<file path="src/smdac_consts.svh">
// Constants for the supply margin converter control block.
`ifndef SMDAC_CONSTS_SVH
`define SMDAC_CONSTS_SVH
// ----------------------------------------
// Register map (word index on the plain register port)
// ----------------------------------------
`define SMDAC_OFF_CODE      4'h0
`define SMDAC_OFF_UPPER     4'h1
`define SMDAC_OFF_LOWER     4'h2
`define SMDAC_OFF_CTRL      4'h3
`define SMDAC_OFF_STATUS    4'h4
`define SMDAC_OFF_EFFECTIVE 4'h5
// ----------------------------------------
// Field positions and reset values
// ----------------------------------------
`define SMDAC_CTRL_EN_BIT   0
`define SMDAC_CTRL_RANGE_LO 1
`define SMDAC_CTRL_RANGE_HI 2
`define SMDAC_MIDCODE       8'h7F
`define SMDAC_CODE_RST      8'h7F
`define SMDAC_UPPER_RST     8'hFF
`define SMDAC_LOWER_RST     8'h00
// ----------------------------------------
// Timing: buffer settle time while it follows the pin
// ----------------------------------------
`define SMDAC_SETTLE_NS     1000
`define SMDAC_CLK_NS        10
`define SMDAC_SETTLE_CYC    ((`SMDAC_SETTLE_NS + `SMDAC_CLK_NS - 1) / `SMDAC_CLK_NS)
`endif

</file>
<file path="src/smdac_pkg.sv">
// Types for the supply margin converter control block.
package smdac_pkg;
   // Output buffer power-up sequence.
   typedef enum logic [1:0] {
      SMDAC_OFF,
      SMDAC_FOLLOW,
      SMDAC_DRIVE
   } smdac_seq_e;
endpackage

</file>
<file path="src/smdac_channel.sv">
// One margin converter channel: limit clamp and glitch-free buffer enable.
`timescale 1ns/1ps
`include "smdac_consts.svh"
module smdac_channel #(
   parameter int CODE_W = 8,
   parameter int SETTLE_CYC = `SMDAC_SETTLE_CYC
) (
   // Clock and reset
   input wire logic clk,
   input wire logic rst,
   // Settings
   input wire logic [CODE_W-1:0] margin_code,
   input wire logic [CODE_W-1:0] upper_code_limit,
   input wire logic [CODE_W-1:0] lower_code_limit,
   input wire logic enable,
   // Converter side
   output logic [CODE_W-1:0] eff_code,
   output logic limits_bad,
   output logic buf_power,
   output logic buf_src_dac,
   output logic buf_drive
);
   smdac_pkg::smdac_seq_e state_reg;
   logic [15:0] settle_reg;
   logic bad;
   logic [CODE_W-1:0] clamp;

   // Clamp selection and inverted-limit check.
   always_comb begin
      bad = (lower_code_limit > upper_code_limit);
      if (margin_code < lower_code_limit) begin
         clamp = lower_code_limit;
      end else if (margin_code > upper_code_limit) begin
         clamp = upper_code_limit;
      end else begin
         clamp = margin_code;
      end
   end

   // Registered clamp result, refreshed the cycle after any settings change.
   always_ff @(posedge clk) begin
      if (rst) begin
         eff_code <= CODE_W'(`SMDAC_MIDCODE);
         limits_bad <= 1'b0;
      end else begin
         eff_code <= clamp;
         limits_bad <= bad;
      end
   end

   // Buffer follows the pin first, then switches to the converter and drives.
   // Inverted limits drop the buffer at once, whatever the enable says.
   always_ff @(posedge clk) begin
      if (rst) begin
         state_reg <= smdac_pkg::SMDAC_OFF;
         settle_reg <= 16'h0000;
      end else if (!enable || bad) begin
         state_reg <= smdac_pkg::SMDAC_OFF;
         settle_reg <= 16'h0000;
      end else begin
         case (state_reg)
            smdac_pkg::SMDAC_OFF: begin
               state_reg <= smdac_pkg::SMDAC_FOLLOW;
               settle_reg <= 16'h0000;
            end
            smdac_pkg::SMDAC_FOLLOW: begin
               if (settle_reg == 16'(SETTLE_CYC - 1)) begin
                  state_reg <= smdac_pkg::SMDAC_DRIVE;
               end else begin
                  settle_reg <= settle_reg + 16'h0001;
               end
            end
            smdac_pkg::SMDAC_DRIVE: begin
               state_reg <= smdac_pkg::SMDAC_DRIVE;
            end
            default: begin
               state_reg <= smdac_pkg::SMDAC_OFF;
            end
         endcase
      end
   end

   // Sequence outputs.
   assign buf_power = (state_reg != smdac_pkg::SMDAC_OFF);
   assign buf_src_dac = (state_reg == smdac_pkg::SMDAC_DRIVE);
   assign buf_drive = (state_reg == smdac_pkg::SMDAC_DRIVE);
endmodule // smdac_channel

</file>
<file path="src/smdac_top.sv">
// Control logic for six margining voltage-output converters.
// What this block does
// - Six independent channels, each with code, range, enable and two limits.
// - Four offset ranges per channel, code 0x7F sits at the range centre.
// - Margin code is unsigned binary; output voltage is linear in it.
// - Output equals centre plus code distance from midcode times 0.6015/255 volts.
// - Effective code is margin code clamped between lower and upper limits.
// - Lower limit above upper limit forces that buffer to high impedance.
// - All limits are reloaded from nonvolatile memory during startup download.
// - Enable first powers buffer following the pin, then switches and drives.
//
// The plain strobed port and the register offsets were left to the implementer.
`timescale 1ns/1ps
`include "smdac_consts.svh"
module smdac_top #(
   parameter int CHANNELS = 6,
   parameter int CODE_W = 8,
   parameter int SETTLE_CYC = `SMDAC_SETTLE_CYC
) (
   // Clock and reset
   input wire logic clk,
   input wire logic rst,
   // Register port: addr[6:4] channel, addr[3:0] register
   input wire logic [6:0] reg_addr,
   input wire logic [7:0] reg_wdata,
   input wire logic reg_wr,
   input wire logic reg_rd,
   output logic [7:0] reg_rdata,
   // Startup download of limits from nonvolatile memory
   input wire logic nvm_load,
   input wire logic [2:0] nvm_chan,
   input wire logic [CODE_W-1:0] nvm_upper,
   input wire logic [CODE_W-1:0] nvm_lower,
   // Converter controls, one field per channel
   output logic [CHANNELS*CODE_W-1:0] dac_code,
   output logic [CHANNELS*2-1:0] dac_range,
   output logic [CHANNELS-1:0] buf_power,
   output logic [CHANNELS-1:0] buf_src_dac,
   output logic [CHANNELS-1:0] buf_drive
);
   // ----------------------------------------
   // Per-channel settings
   // ----------------------------------------
   logic [CODE_W-1:0] margin_code_reg [CHANNELS];
   logic [CODE_W-1:0] upper_code_limit_reg [CHANNELS];
   logic [CODE_W-1:0] lower_code_limit_reg [CHANNELS];
   logic [CHANNELS-1:0] enable_reg;
   logic [1:0] range_reg [CHANNELS];
   logic [CODE_W-1:0] eff_code [CHANNELS];
   logic [CHANNELS-1:0] limits_bad;
   logic [2:0] sel;
   logic [3:0] reg_idx;
   logic [7:0] rdata_next;

   assign sel = reg_addr[6:4];
   assign reg_idx = reg_addr[3:0];

   // ----------------------------------------
   // Register writes and nonvolatile limit restore
   // ----------------------------------------
   // The download takes priority over a software write to the same limit,
   // since a startup restore must not be half overwritten.
   always_ff @(posedge clk) begin
      if (rst) begin
         for (int i = 0; i < CHANNELS; i++) begin
            margin_code_reg[i] <= CODE_W'(`SMDAC_CODE_RST);
            upper_code_limit_reg[i] <= CODE_W'(`SMDAC_UPPER_RST);
            lower_code_limit_reg[i] <= CODE_W'(`SMDAC_LOWER_RST);
            range_reg[i] <= 2'h0;
         end
         enable_reg <= '0;
      end else begin
         for (int i = 0; i < CHANNELS; i++) begin
            if (reg_wr && sel == 3'(i)) begin
               case (reg_idx)
                  `SMDAC_OFF_CODE: margin_code_reg[i] <= reg_wdata[CODE_W-1:0];
                  `SMDAC_OFF_UPPER: upper_code_limit_reg[i] <= reg_wdata[CODE_W-1:0];
                  `SMDAC_OFF_LOWER: lower_code_limit_reg[i] <= reg_wdata[CODE_W-1:0];
                  `SMDAC_OFF_CTRL: begin
                     enable_reg[i] <= reg_wdata[`SMDAC_CTRL_EN_BIT];
                     range_reg[i] <= reg_wdata[`SMDAC_CTRL_RANGE_HI:`SMDAC_CTRL_RANGE_LO];
                  end
                  default: begin
                  end
               endcase
            end
            if (nvm_load && nvm_chan == 3'(i)) begin
               upper_code_limit_reg[i] <= nvm_upper;
               lower_code_limit_reg[i] <= nvm_lower;
            end
         end
      end
   end

   // ----------------------------------------
   // Channels
   // ----------------------------------------
   for (genvar g = 0; g < CHANNELS; g++) begin : g_chan
      smdac_channel #(
         .CODE_W(CODE_W),
         .SETTLE_CYC(SETTLE_CYC)
      ) u_chan (
         .clk(clk),
         .rst(rst),
         .margin_code(margin_code_reg[g]),
         .upper_code_limit(upper_code_limit_reg[g]),
         .lower_code_limit(lower_code_limit_reg[g]),
         .enable(enable_reg[g]),
         .eff_code(eff_code[g]),
         .limits_bad(limits_bad[g]),
         .buf_power(buf_power[g]),
         .buf_src_dac(buf_src_dac[g]),
         .buf_drive(buf_drive[g])
      );
      // The analog stage maps code c to centre + (c - 0x7F) * 0.6015 / 255 V.
      assign dac_code[g*CODE_W +: CODE_W] = eff_code[g];
      assign dac_range[g*2 +: 2] = range_reg[g];
   end

   // ----------------------------------------
   // Register reads
   // ----------------------------------------
   // Unmapped channels and offsets read as zero.
   always_comb begin
      rdata_next = 8'h00;
      for (int i = 0; i < CHANNELS; i++) begin
         if (sel == 3'(i)) begin
            case (reg_idx)
               `SMDAC_OFF_CODE: rdata_next = 8'(margin_code_reg[i]);
               `SMDAC_OFF_UPPER: rdata_next = 8'(upper_code_limit_reg[i]);
               `SMDAC_OFF_LOWER: rdata_next = 8'(lower_code_limit_reg[i]);
               `SMDAC_OFF_CTRL: rdata_next = {5'h00, range_reg[i], enable_reg[i]};
               `SMDAC_OFF_STATUS: rdata_next = {5'h00, buf_drive[i], buf_power[i],
                                                limits_bad[i]};
               `SMDAC_OFF_EFFECTIVE: rdata_next = 8'(eff_code[i]);
               default: rdata_next = 8'h00;
            endcase
         end
      end
   end

   // Read data stand only in the cycle after the read strobe.
   always_ff @(posedge clk) begin
      if (rst) begin
         reg_rdata <= 8'h00;
      end else if (reg_rd) begin
         reg_rdata <= rdata_next;
      end else begin
         reg_rdata <= 8'h00;
      end
   end
endmodule // smdac_top

</file>
<file path="config.mk">
export PLATFORM = sky130hd
export DESIGN_NAME = smdac_top
export DESIGN_NICKNAME = d
export VERILOG_FILES = /design/src/smdac_pkg.sv /design/src/smdac_channel.sv /design/src/smdac_top.sv
export VERILOG_INCLUDE_DIRS = /design/src
export SDC_FILE = /design/constraint.sdc
export NUM_CORES = 1
export LEC_CHECK = 0
export ABC_AREA = 1
export CORE_ASPECT_RATIO = 1.4
export CORE_UTILIZATION = 60
export DETAILED_ROUTE_END_ITERATION = 6
export DONT_BUFFER_PORTS = 1
export PLACE_DENSITY = 0.76
export SYNTH_ARGS = -nofsm -noshare
export SYNTH_HDL_FRONTEND = slang
export SYNTH_HIERARCHICAL = 1
export SYNTH_SLANG_ARGS = --single-unit
export TNS_END_PERCENT = 20
</file>
<file path="constraint.sdc">
create_clock -name clk -period 4.8 [get_ports clk]
set_clock_uncertainty 0.05 [all_clocks]
set_input_delay 0.24 -clock clk [delete_from_list [all_inputs] [get_ports clk]]
set_output_delay 0.24 -clock clk [all_outputs]
set_load 0.02 [all_outputs]
</file>
After elaboration in Yosys (flattened, before gate mapping). Memory sizes are Yosys's and may differ from the RTL's. Index checks and enable logic that the tools add are counted.

Word-level logic and storage cells: 385. Bits in registers: 176. Bits in writable memories: 156. Memories: 4. Output and inout bits: 86. Bits of input ports: 39.

Memory list: lower_code_limit_reg (depth 6, bits a word 8, read ports 6, clocked after memory_dff 0, write ports 6, RTL line smdac_top.sv:46) `logic [CODE_W-1:0] lower_code_limit_reg [CHANNELS];`; margin_code_reg (depth 6, bits a word 8, read ports 6, clocked after memory_dff 0, write ports 6, RTL line smdac_top.sv:44) `logic [CODE_W-1:0] margin_code_reg [CHANNELS];`; upper_code_limit_reg (depth 6, bits a word 8, read ports 6, clocked after memory_dff 0, write ports 6, RTL line smdac_top.sv:45) `logic [CODE_W-1:0] upper_code_limit_reg [CHANNELS];`; range_reg (depth 6, bits a word 2, read ports 6, clocked after memory_dff 0, write ports 6, RTL line smdac_top.sv:48) `logic [1:0] range_reg [CHANNELS];`.

Bitwise gates (word level): 37. Add/sub/neg operators: 6. Equal/unequal tests: 45. $lt $le $gt $ge: 18. Reductions and logical operators: 64. Muxes and demuxes: 180.

Operator list (number): $mux 8 (48); $pmux 8 s6 (6); $pmux 16 s2 (6); $add 16x1->16 const B (6); $eq 16x7->1 const B (6); $gt 8x8->1 (12); $mux 1 (96); $mux 16 (6); $lt 8x8->1 (6); $or 1x1->1 (36); $pmux 2 s3 (6); $mux 2 (12); $reduce_and 2->1 (12); $reduce_bool 2->1 (12); $reduce_or 2->1 (7); $eq 2x1->1 const B (6); $eq 2x2->1 const B (6); $eq 3x2->1 const B (4); $eq 3x3->1 const B (4); $logic_and 1x1->1 (12); $logic_not 2->1 (6); $ne 2x1->1 const B (6); $ne 2x2->1 const B (6); $eq 4x2->1 const B (2); 8 further kinds (21).

Logic depth before layout (Yosys ltp). Gate-level depths: netlist of run 1.

Depth in word-level cells: 8. Gate-level depth with buffers: 14. Depth with buffers taken out: 14.

By module. Netlist of run 1, hierarchy kept.

Modules (own cells, without submodules): smdac_channel at g_chan[0].u_chan ... (area an instance 2180.8 sq um, instances 5, seq. area each 540.5 sq um, cells each 338); smdac_top (area an instance 9033.7 sq um, instances 1, seq. area each 4964.8 sq um, cells each 1051); smdac_channel at g_chan[3].u_chan (area an instance 2183.3 sq um, instances 1, seq. area each 540.5 sq um, cells each 338).

Worst setup path after synthesis of run 1. OpenSTA, ideal clock, no wires.

Kind: input -> register. From: in reg_addr[4]. To: mem margin_code_reg[5][0] (enable). Buffers on the path: 0. Arrival: 1503 ps. Slack: 2863 ps. Stages on the path: 6. Required time: 4366 ps. Library setup time: 384 ps. Cells stage by stage: inv_2 nor3_4 inv_2 nor2_2 inv_2 o21ai_0.

RTL lines: start, declared (RTL line smdac_top.sv:24) `input wire logic [6:0] reg_addr,`; end, declared (RTL line smdac_top.sv:44).

==> results of run 1 <==
per-layer routing:
layer  part of all wire [%]  wire (um)  up-vias  GRT usage, %
li1                       -          -    10100             -
met1                     35      25300     9879          43.7
met2                     45      32600     1244          59.8
met3                     11       8190      352          9.92
met4                    8.2       5910        0          27.7
met5                      0          0        -             0
synthesized netlist by cell type (all sizes together):
| cell type | n | area (sq um) |
|---|---|---|
| o211ai | 50 | 375 |
| edfxtp | 156 | 4680 |
| ha | 162 | 2030 |
| nand2 | 866 | 3350 |
| a2111oi | 1 | 8.76 |
| nor3 | 54 | 383 |
| or2 | 13 | 81.3 |
| o22ai | 49 | 307 |
| nand3b | 18 | 135 |
| nand3 | 401 | 2040 |
| inv | 463 | 1740 |
| a21o | 6 | 45.0 |
| xnor2 | 12 | 105 |
| nor4 | 6 | 37.5 |
| clkinv | 5 | 18.8 |
| nand4 | 74 | 500 |
| a21oi | 160 | 801 |
| buf | 69 | 447 |
| nor2 | 224 | 953 |
| dfxtp | 176 | 3520 |
| o21ai | 91 | 474 |
| clkbuf | 23 | 93.8 |
path summary, 6_finish.rpt:
check	startpoint	slack [ps]	endpoint	cells after the start
setup / recovery	upper_code_limit_reg[5][5]	2380	g_chan[5].u_chan/state_reg[1]	9
hold / removal	rst	30	reg_rdata[4]	4
setup reg to reg	upper_code_limit_reg[5][5]	2380	g_chan[5].u_chan/state_reg[1]	9
hold reg to reg	g_chan[2].u_chan/settle_reg[4]	450	g_chan[2].u_chan/settle_reg[4]	2
final cells by class:
class	count	share of cell area [%]
clock inverter	18	1.09
antenna	3	0.0318
tap	462	2.45
multi-input combinational	2187	49.3
timing repair buffer	19	0.817
inverter	468	7.45
clock buffer	45	4.10
sequential	332	34.8
through the flow:
step | hold WS (ps) | std cells | worst slack, ps
after CTS | 11.9 | 3531 | 2450
after global routing | 57.3 | 3534 | 2240
after detailed placement | 276 | 3452 | 2140
after floorplan | 262 | 3079 | 2860
final | 32.4 | 3534 | 2380
after global placement | 278 | 3452 | 2200
placed cells by master (no fill, tap or decap), types with 10 or more instances in the layout:
master,netlist,layout
xnor2_1,12,12
nand3b_1,18,18
nor2_2,18,19
dfxtp_1,176,176
nand4_1,68,68
inv_2,25,25
inv_1,438,438
nand2_2,32,32
edfxtp_1,156,156
o22ai_1,49,49
o21ai_0,78,78
o21ai_1,10,10
a21oi_1,160,160
nor3_1,39,39
nand3_1,395,395
clkbuf_16,0,37
nand2_1,832,832
ha_1,162,162
dlygate4sd3_1,0,15
nor2_1,197,196
o211ai_1,50,50
kinds of logic after synthesis:
logic type,after synthesis,synth area share [%]
and+or+nand+nor,1656,33.8
buffers and inverters,560,10.4
AOI/OAI and AO/OA,357,9.09
DFF,332,37.1
adders and majority gates,162,9.16
xor gates and xnor gates,12,0.475
critical path, cell delays in order, from the launching register on:
cell and delay, ps:
edfxtp_1 460, inv_1 120, ha_1 320, a21oi_1 140, nor2_1 50, nor3_1 190
nand2_1 80, nand2_1 100, nand2_1 450, a21oi_1 330
where the power goes:
part,switching (mW),total [mW],internal (mW)
combinational,0.600,0.863,0.263
sequential,0.241,3.35,3.11
clock,1.17,2.93,1.76
==> results.yml, run 1 <==
critical_path:
  crit_type: "flop to flop"
  required_ps: 5190
  endpoint_kind: "flop"
  worst_ep_arrival_time_ps: 2810
  start_kind: "flop"
  critPathMaxFanout: 18
place:
  place_congestion: 1.02
  place_area_sq_um: 22200
  port_buffers: 0
  post-dp-hpwl_mm: 50.7
route:
  dr_total_vias: 21600
  ant_nets: 0
  drtIter0Drc: 2320
  wl_per_cell_um: 20.4
  drc_errors: 1
  viasPerCell: 6.11
  firstDrtPassIters: 7
  wl_mm: 72.0
floorplanning:
  dieArea_sq_um: 37700
  coreArea_sq_um: 36000
  initial_utilization_pct: 61.4
  chipHeight_um: 229
  pin_count: 125
  die_x_um: 164
  placement_rows: 82
clock_network:
  post_cts_resized: 0
  cts_max_path_buffers: 3
  hold_buffers: 16
  cts_root_buf: "clkbuf_16"
  h-tree-depth: 2
  clk_latency_ps: 550
  cts_buffers: 35
  cts.sinks: 332
  cts_tree: "yes"
  cts_setup_buffers: 0
  clk_pin_slew_ps: 70
power_and_ir_drop:
  ir_drop_mv: 0.287
  cellLeakagePower_nw: 10.4
  power_mw: 7.14
  power_density_nw_per_um2: 303
sta:
  fin_setup_tns_ps: 0
  period_share_pct: 50.5
  max_freq_mhz: 412
  worst_pin_slew_ps: 1120
  period_needed_ps: 2420
  rsz0062_at_grt: "no"
  slew_violations: 0
  relSlewSlack_pct: 24.6
  hold_viol: 0
  setup_viol: 0
finish:
  drive_gt1_share_pct: 5.83
  final_nets: 3244
  syn_to_final_growth_pct: 6.61
  design_area_sq_um: 23600
  nFillCells: 3130
  finish.utilization_pct: 65.5
  regArea_sq_um: 8210
  largest_register_ffs: 96
  multiInputGateArea_sq_um: 11600
status:
  status: "finished, violations left"
  violations: "design-rule violations"
synthesis:
  synth.net_count: 3280
  yosys.cell_types.count: 39
  yosys_warnings: 6
  syn_inst: 3079
  syn_area_per_cell_sq_um: 7.18
  synth.yosys.seq_area_share_pct: 37.1
  ys_ff_latch: 332
  netlist_area_sq_um: 22100
global_route:
  grt_pass1_vias: 19900
  antenna_found_initial: 2
  grt_use_total_pct: 37.8
  overflow: 0
  grt_pass1_wl_mm: 109
  grt_max_degree: 43
run:
  cap_violations: 0
worst_hold_path:
  hold_class: "input port to flop"
Note: power is estimated with default switching activity, not from simulation.
==> run 2, diff against run 1 <==
- clock period: 4.8 -> 2.45 ns (I/O delays scaled with it)
==> run 2 against run 1 <==
Effect of this change:
- the run now ends clean
- hold slack worse by 16 ps
- power is 98% higher
- global-route usage is 0.97 points higher
- first-iteration DRC count decreased by 5.3%
- flip-flop and latch count stayed put
- worst setup slack worse by 2300 ps
- critical path depth down 3
- combinational power increased by 100%
- routed wire length rose by 0.54%
- critical path type is now input port to flop
- via count shrank 0.39%
==> results.yml, run 2 (synthesis gave the netlist of run 1 again) <==
route:
  met3WireLength_mm: 7.24
  wl_per_cell_um: 20.2
  dr_total_vias: 21500
  wl_met1_mm: 26.0
  ant_nets: 0
  met2_length_mm: 34.0
  firstDrtPassIters: 6
  top_layer_used: "met4"
  drc_errors: 0
  wl_mm: 72.4
  viasPerCell: 6.00
  drtIter0Drc: 2196
power_and_ir_drop:
  clockPowerShare_pct: 41.5
  ir_drop_mv: 0.652
  p_comb_share_pct: 12.5
  sequentialPowerShare_pct: 46.0
  cellLeakagePower_nw: 10.6
  internal_power_mw: 10.1
  switchingPower_mw: 4.01
  power_density_nw_per_um2: 589
  switching_share_pct: 28.3
sta:
  period_needed_ps: 2410
  rsz0062_at_grt: "no"
  slew_violations: 0
  setup_viol: 0
  period_share_pct: 98.4
  max_freq_mhz: 415
  hold_viol: 0
  relSlewSlack_pct: 37.4
  worst_pin_slew_ps: 915
  fin_setup_tns_ps: 0
floorplanning:
  coreArea_sq_um: 36000
  die_x_um: 164
  pin_count: 125
  chipHeight_um: 229
  initial_utilization_pct: 61.4
  dieArea_sq_um: 37700
  placement_rows: 82
clock_network:
  post_cts_resized: 0
  clk_latency_ps: 560
  cts.sinks: 332
  cts_max_path_buffers: 3
  hold_buffers: 20
  cts_tree: "yes"
  clk_pin_slew_ps: 70
  cts_root_buf: "clkbuf_16"
  cts_setup_buffers: 0
  cts_buffers: 37
  h-tree-depth: 2
global_route:
  grt_use_total_pct: 38.8
  grt_pass1_vias: 20200
  antenna_found_initial: 2
  grt_pass1_wl_mm: 111
  grt_max_degree: 35
  overflow: 0
critical_path:
  start_kind: "input port"
  crit_type: "input port to flop"
  endpoint_kind: "flop"
  worst_ep_arrival_time_ps: 2810
  critPathMaxFanout: 27
  cp_num_buf_inv: 3
  crit_family: "buffers and inverters"
  cp_slowest_stage_delay_ps: 810
  crit_path_cell_trace: "dlygate4sd3_1 -> buf_12 -> a2111oi_0 -> dlygate4sd3_1 -> o21ai_0 -> a21oi_1"
  required_ps: 2850
  rrSetupSlack_ps: 180
  path_common_cell: "dlygate4sd3_1"
  slowest_stage: "a2111oi_0"
status:
  status: "complete, no violations"
finish:
  largest_register_ffs: 96
  final_cell_mix: "nand2_1, inv_1, nand3_1"
  nFillCells: 3155
  drive_gt1_share_pct: 7.18
  final_common_cell: "nand2_1"
  finalNonFillerCells: 3585
  final_nets: 3290
  syn_to_final_growth_pct: 8.59
place:
  port_buffers: 0
  dp_cells: 3492
  post-dp-hpwl_mm: 51.6
  place_congestion: 1.08
worst_hold_path:
  hold_class: "input port to flop"
run:
  cap_violations: 0
run 2: cell types whose count changed in the layout (fill, tap and decap cells not counted), sizes merged:
cell / delta
buf: +40
bufinv: -2
clkbuf: +4
clkinv: +5
clkinvlp: -2
diode: +2
dlygate4sd3: +4
run 2: layout make-up:
type / instances / area, sq um / share of cell area [%]
Antenna cell: 5 / 12.5 / 0.0521
Clock buffer: 49 / 1070 / 4.47
Clock inverter: 19 / 201 / 0.839
Inverter: 468 / 1760 / 7.31
Multi-Input combinational cell: 2187 / 11600 / 48.4
Sequential cell: 332 / 8210 / 34.2
Tap cell: 462 / 578 / 2.41
Timing Repair Buffer: 63 / 571 / 2.38
run 2: final timing paths:
kind / cells past startpoint / end / startpoint
setup / recovery: 6 / reg_rdata[4] / rst
hold / removal: 1 / upper_code_limit_reg[3][1] / rst
setup reg to reg: 9 / g_chan[3].u_chan/limits_bad / upper_code_limit_reg[3][5]
hold reg to reg: 2 / enable_reg[3] / enable_reg[3]
run 2: routing by layer:
metal  up-vias  GRT usage, %
met5         -             0
met4         0          24.3
met3       305          8.40
met2      1115          64.8
met1      9868          44.5
li1      10200             -
run 2: metrics by stage:
step | worst slack (ps) | cell area [sq um] | hold WS, ps | power [mW] | utilization (%)
3_3_place_gp | 361 | 22500 | 158 | 8.20 | 62.5
5_1_grt | 20.4 | 24000 | 32.5 | 14.6 | 66.7
3_5_place_dp | 278 | 22500 | 163 | 8.25 | 62.5
2_1_floorplan | 630 | 22100 | 145 | 7.67 | -
4_1_cts | 115 | 24000 | 3.36 | 14.1 | 66.7
6_report | 39.8 | 24000 | 16.7 | 14.2 | 66.7
run 2: power by group through the flow:
stage	Clock [mW]	Sequential, mW	Combinational [mW]
6_report	5.87	6.52	1.76
5_1_grt	6.13	6.53	1.95
4_1_cts	5.91	6.51	1.71
3_5_place_dp	0	6.62	1.63
3_3_place_gp	0	6.62	1.58
2_1_floorplan	0	6.48	1.18
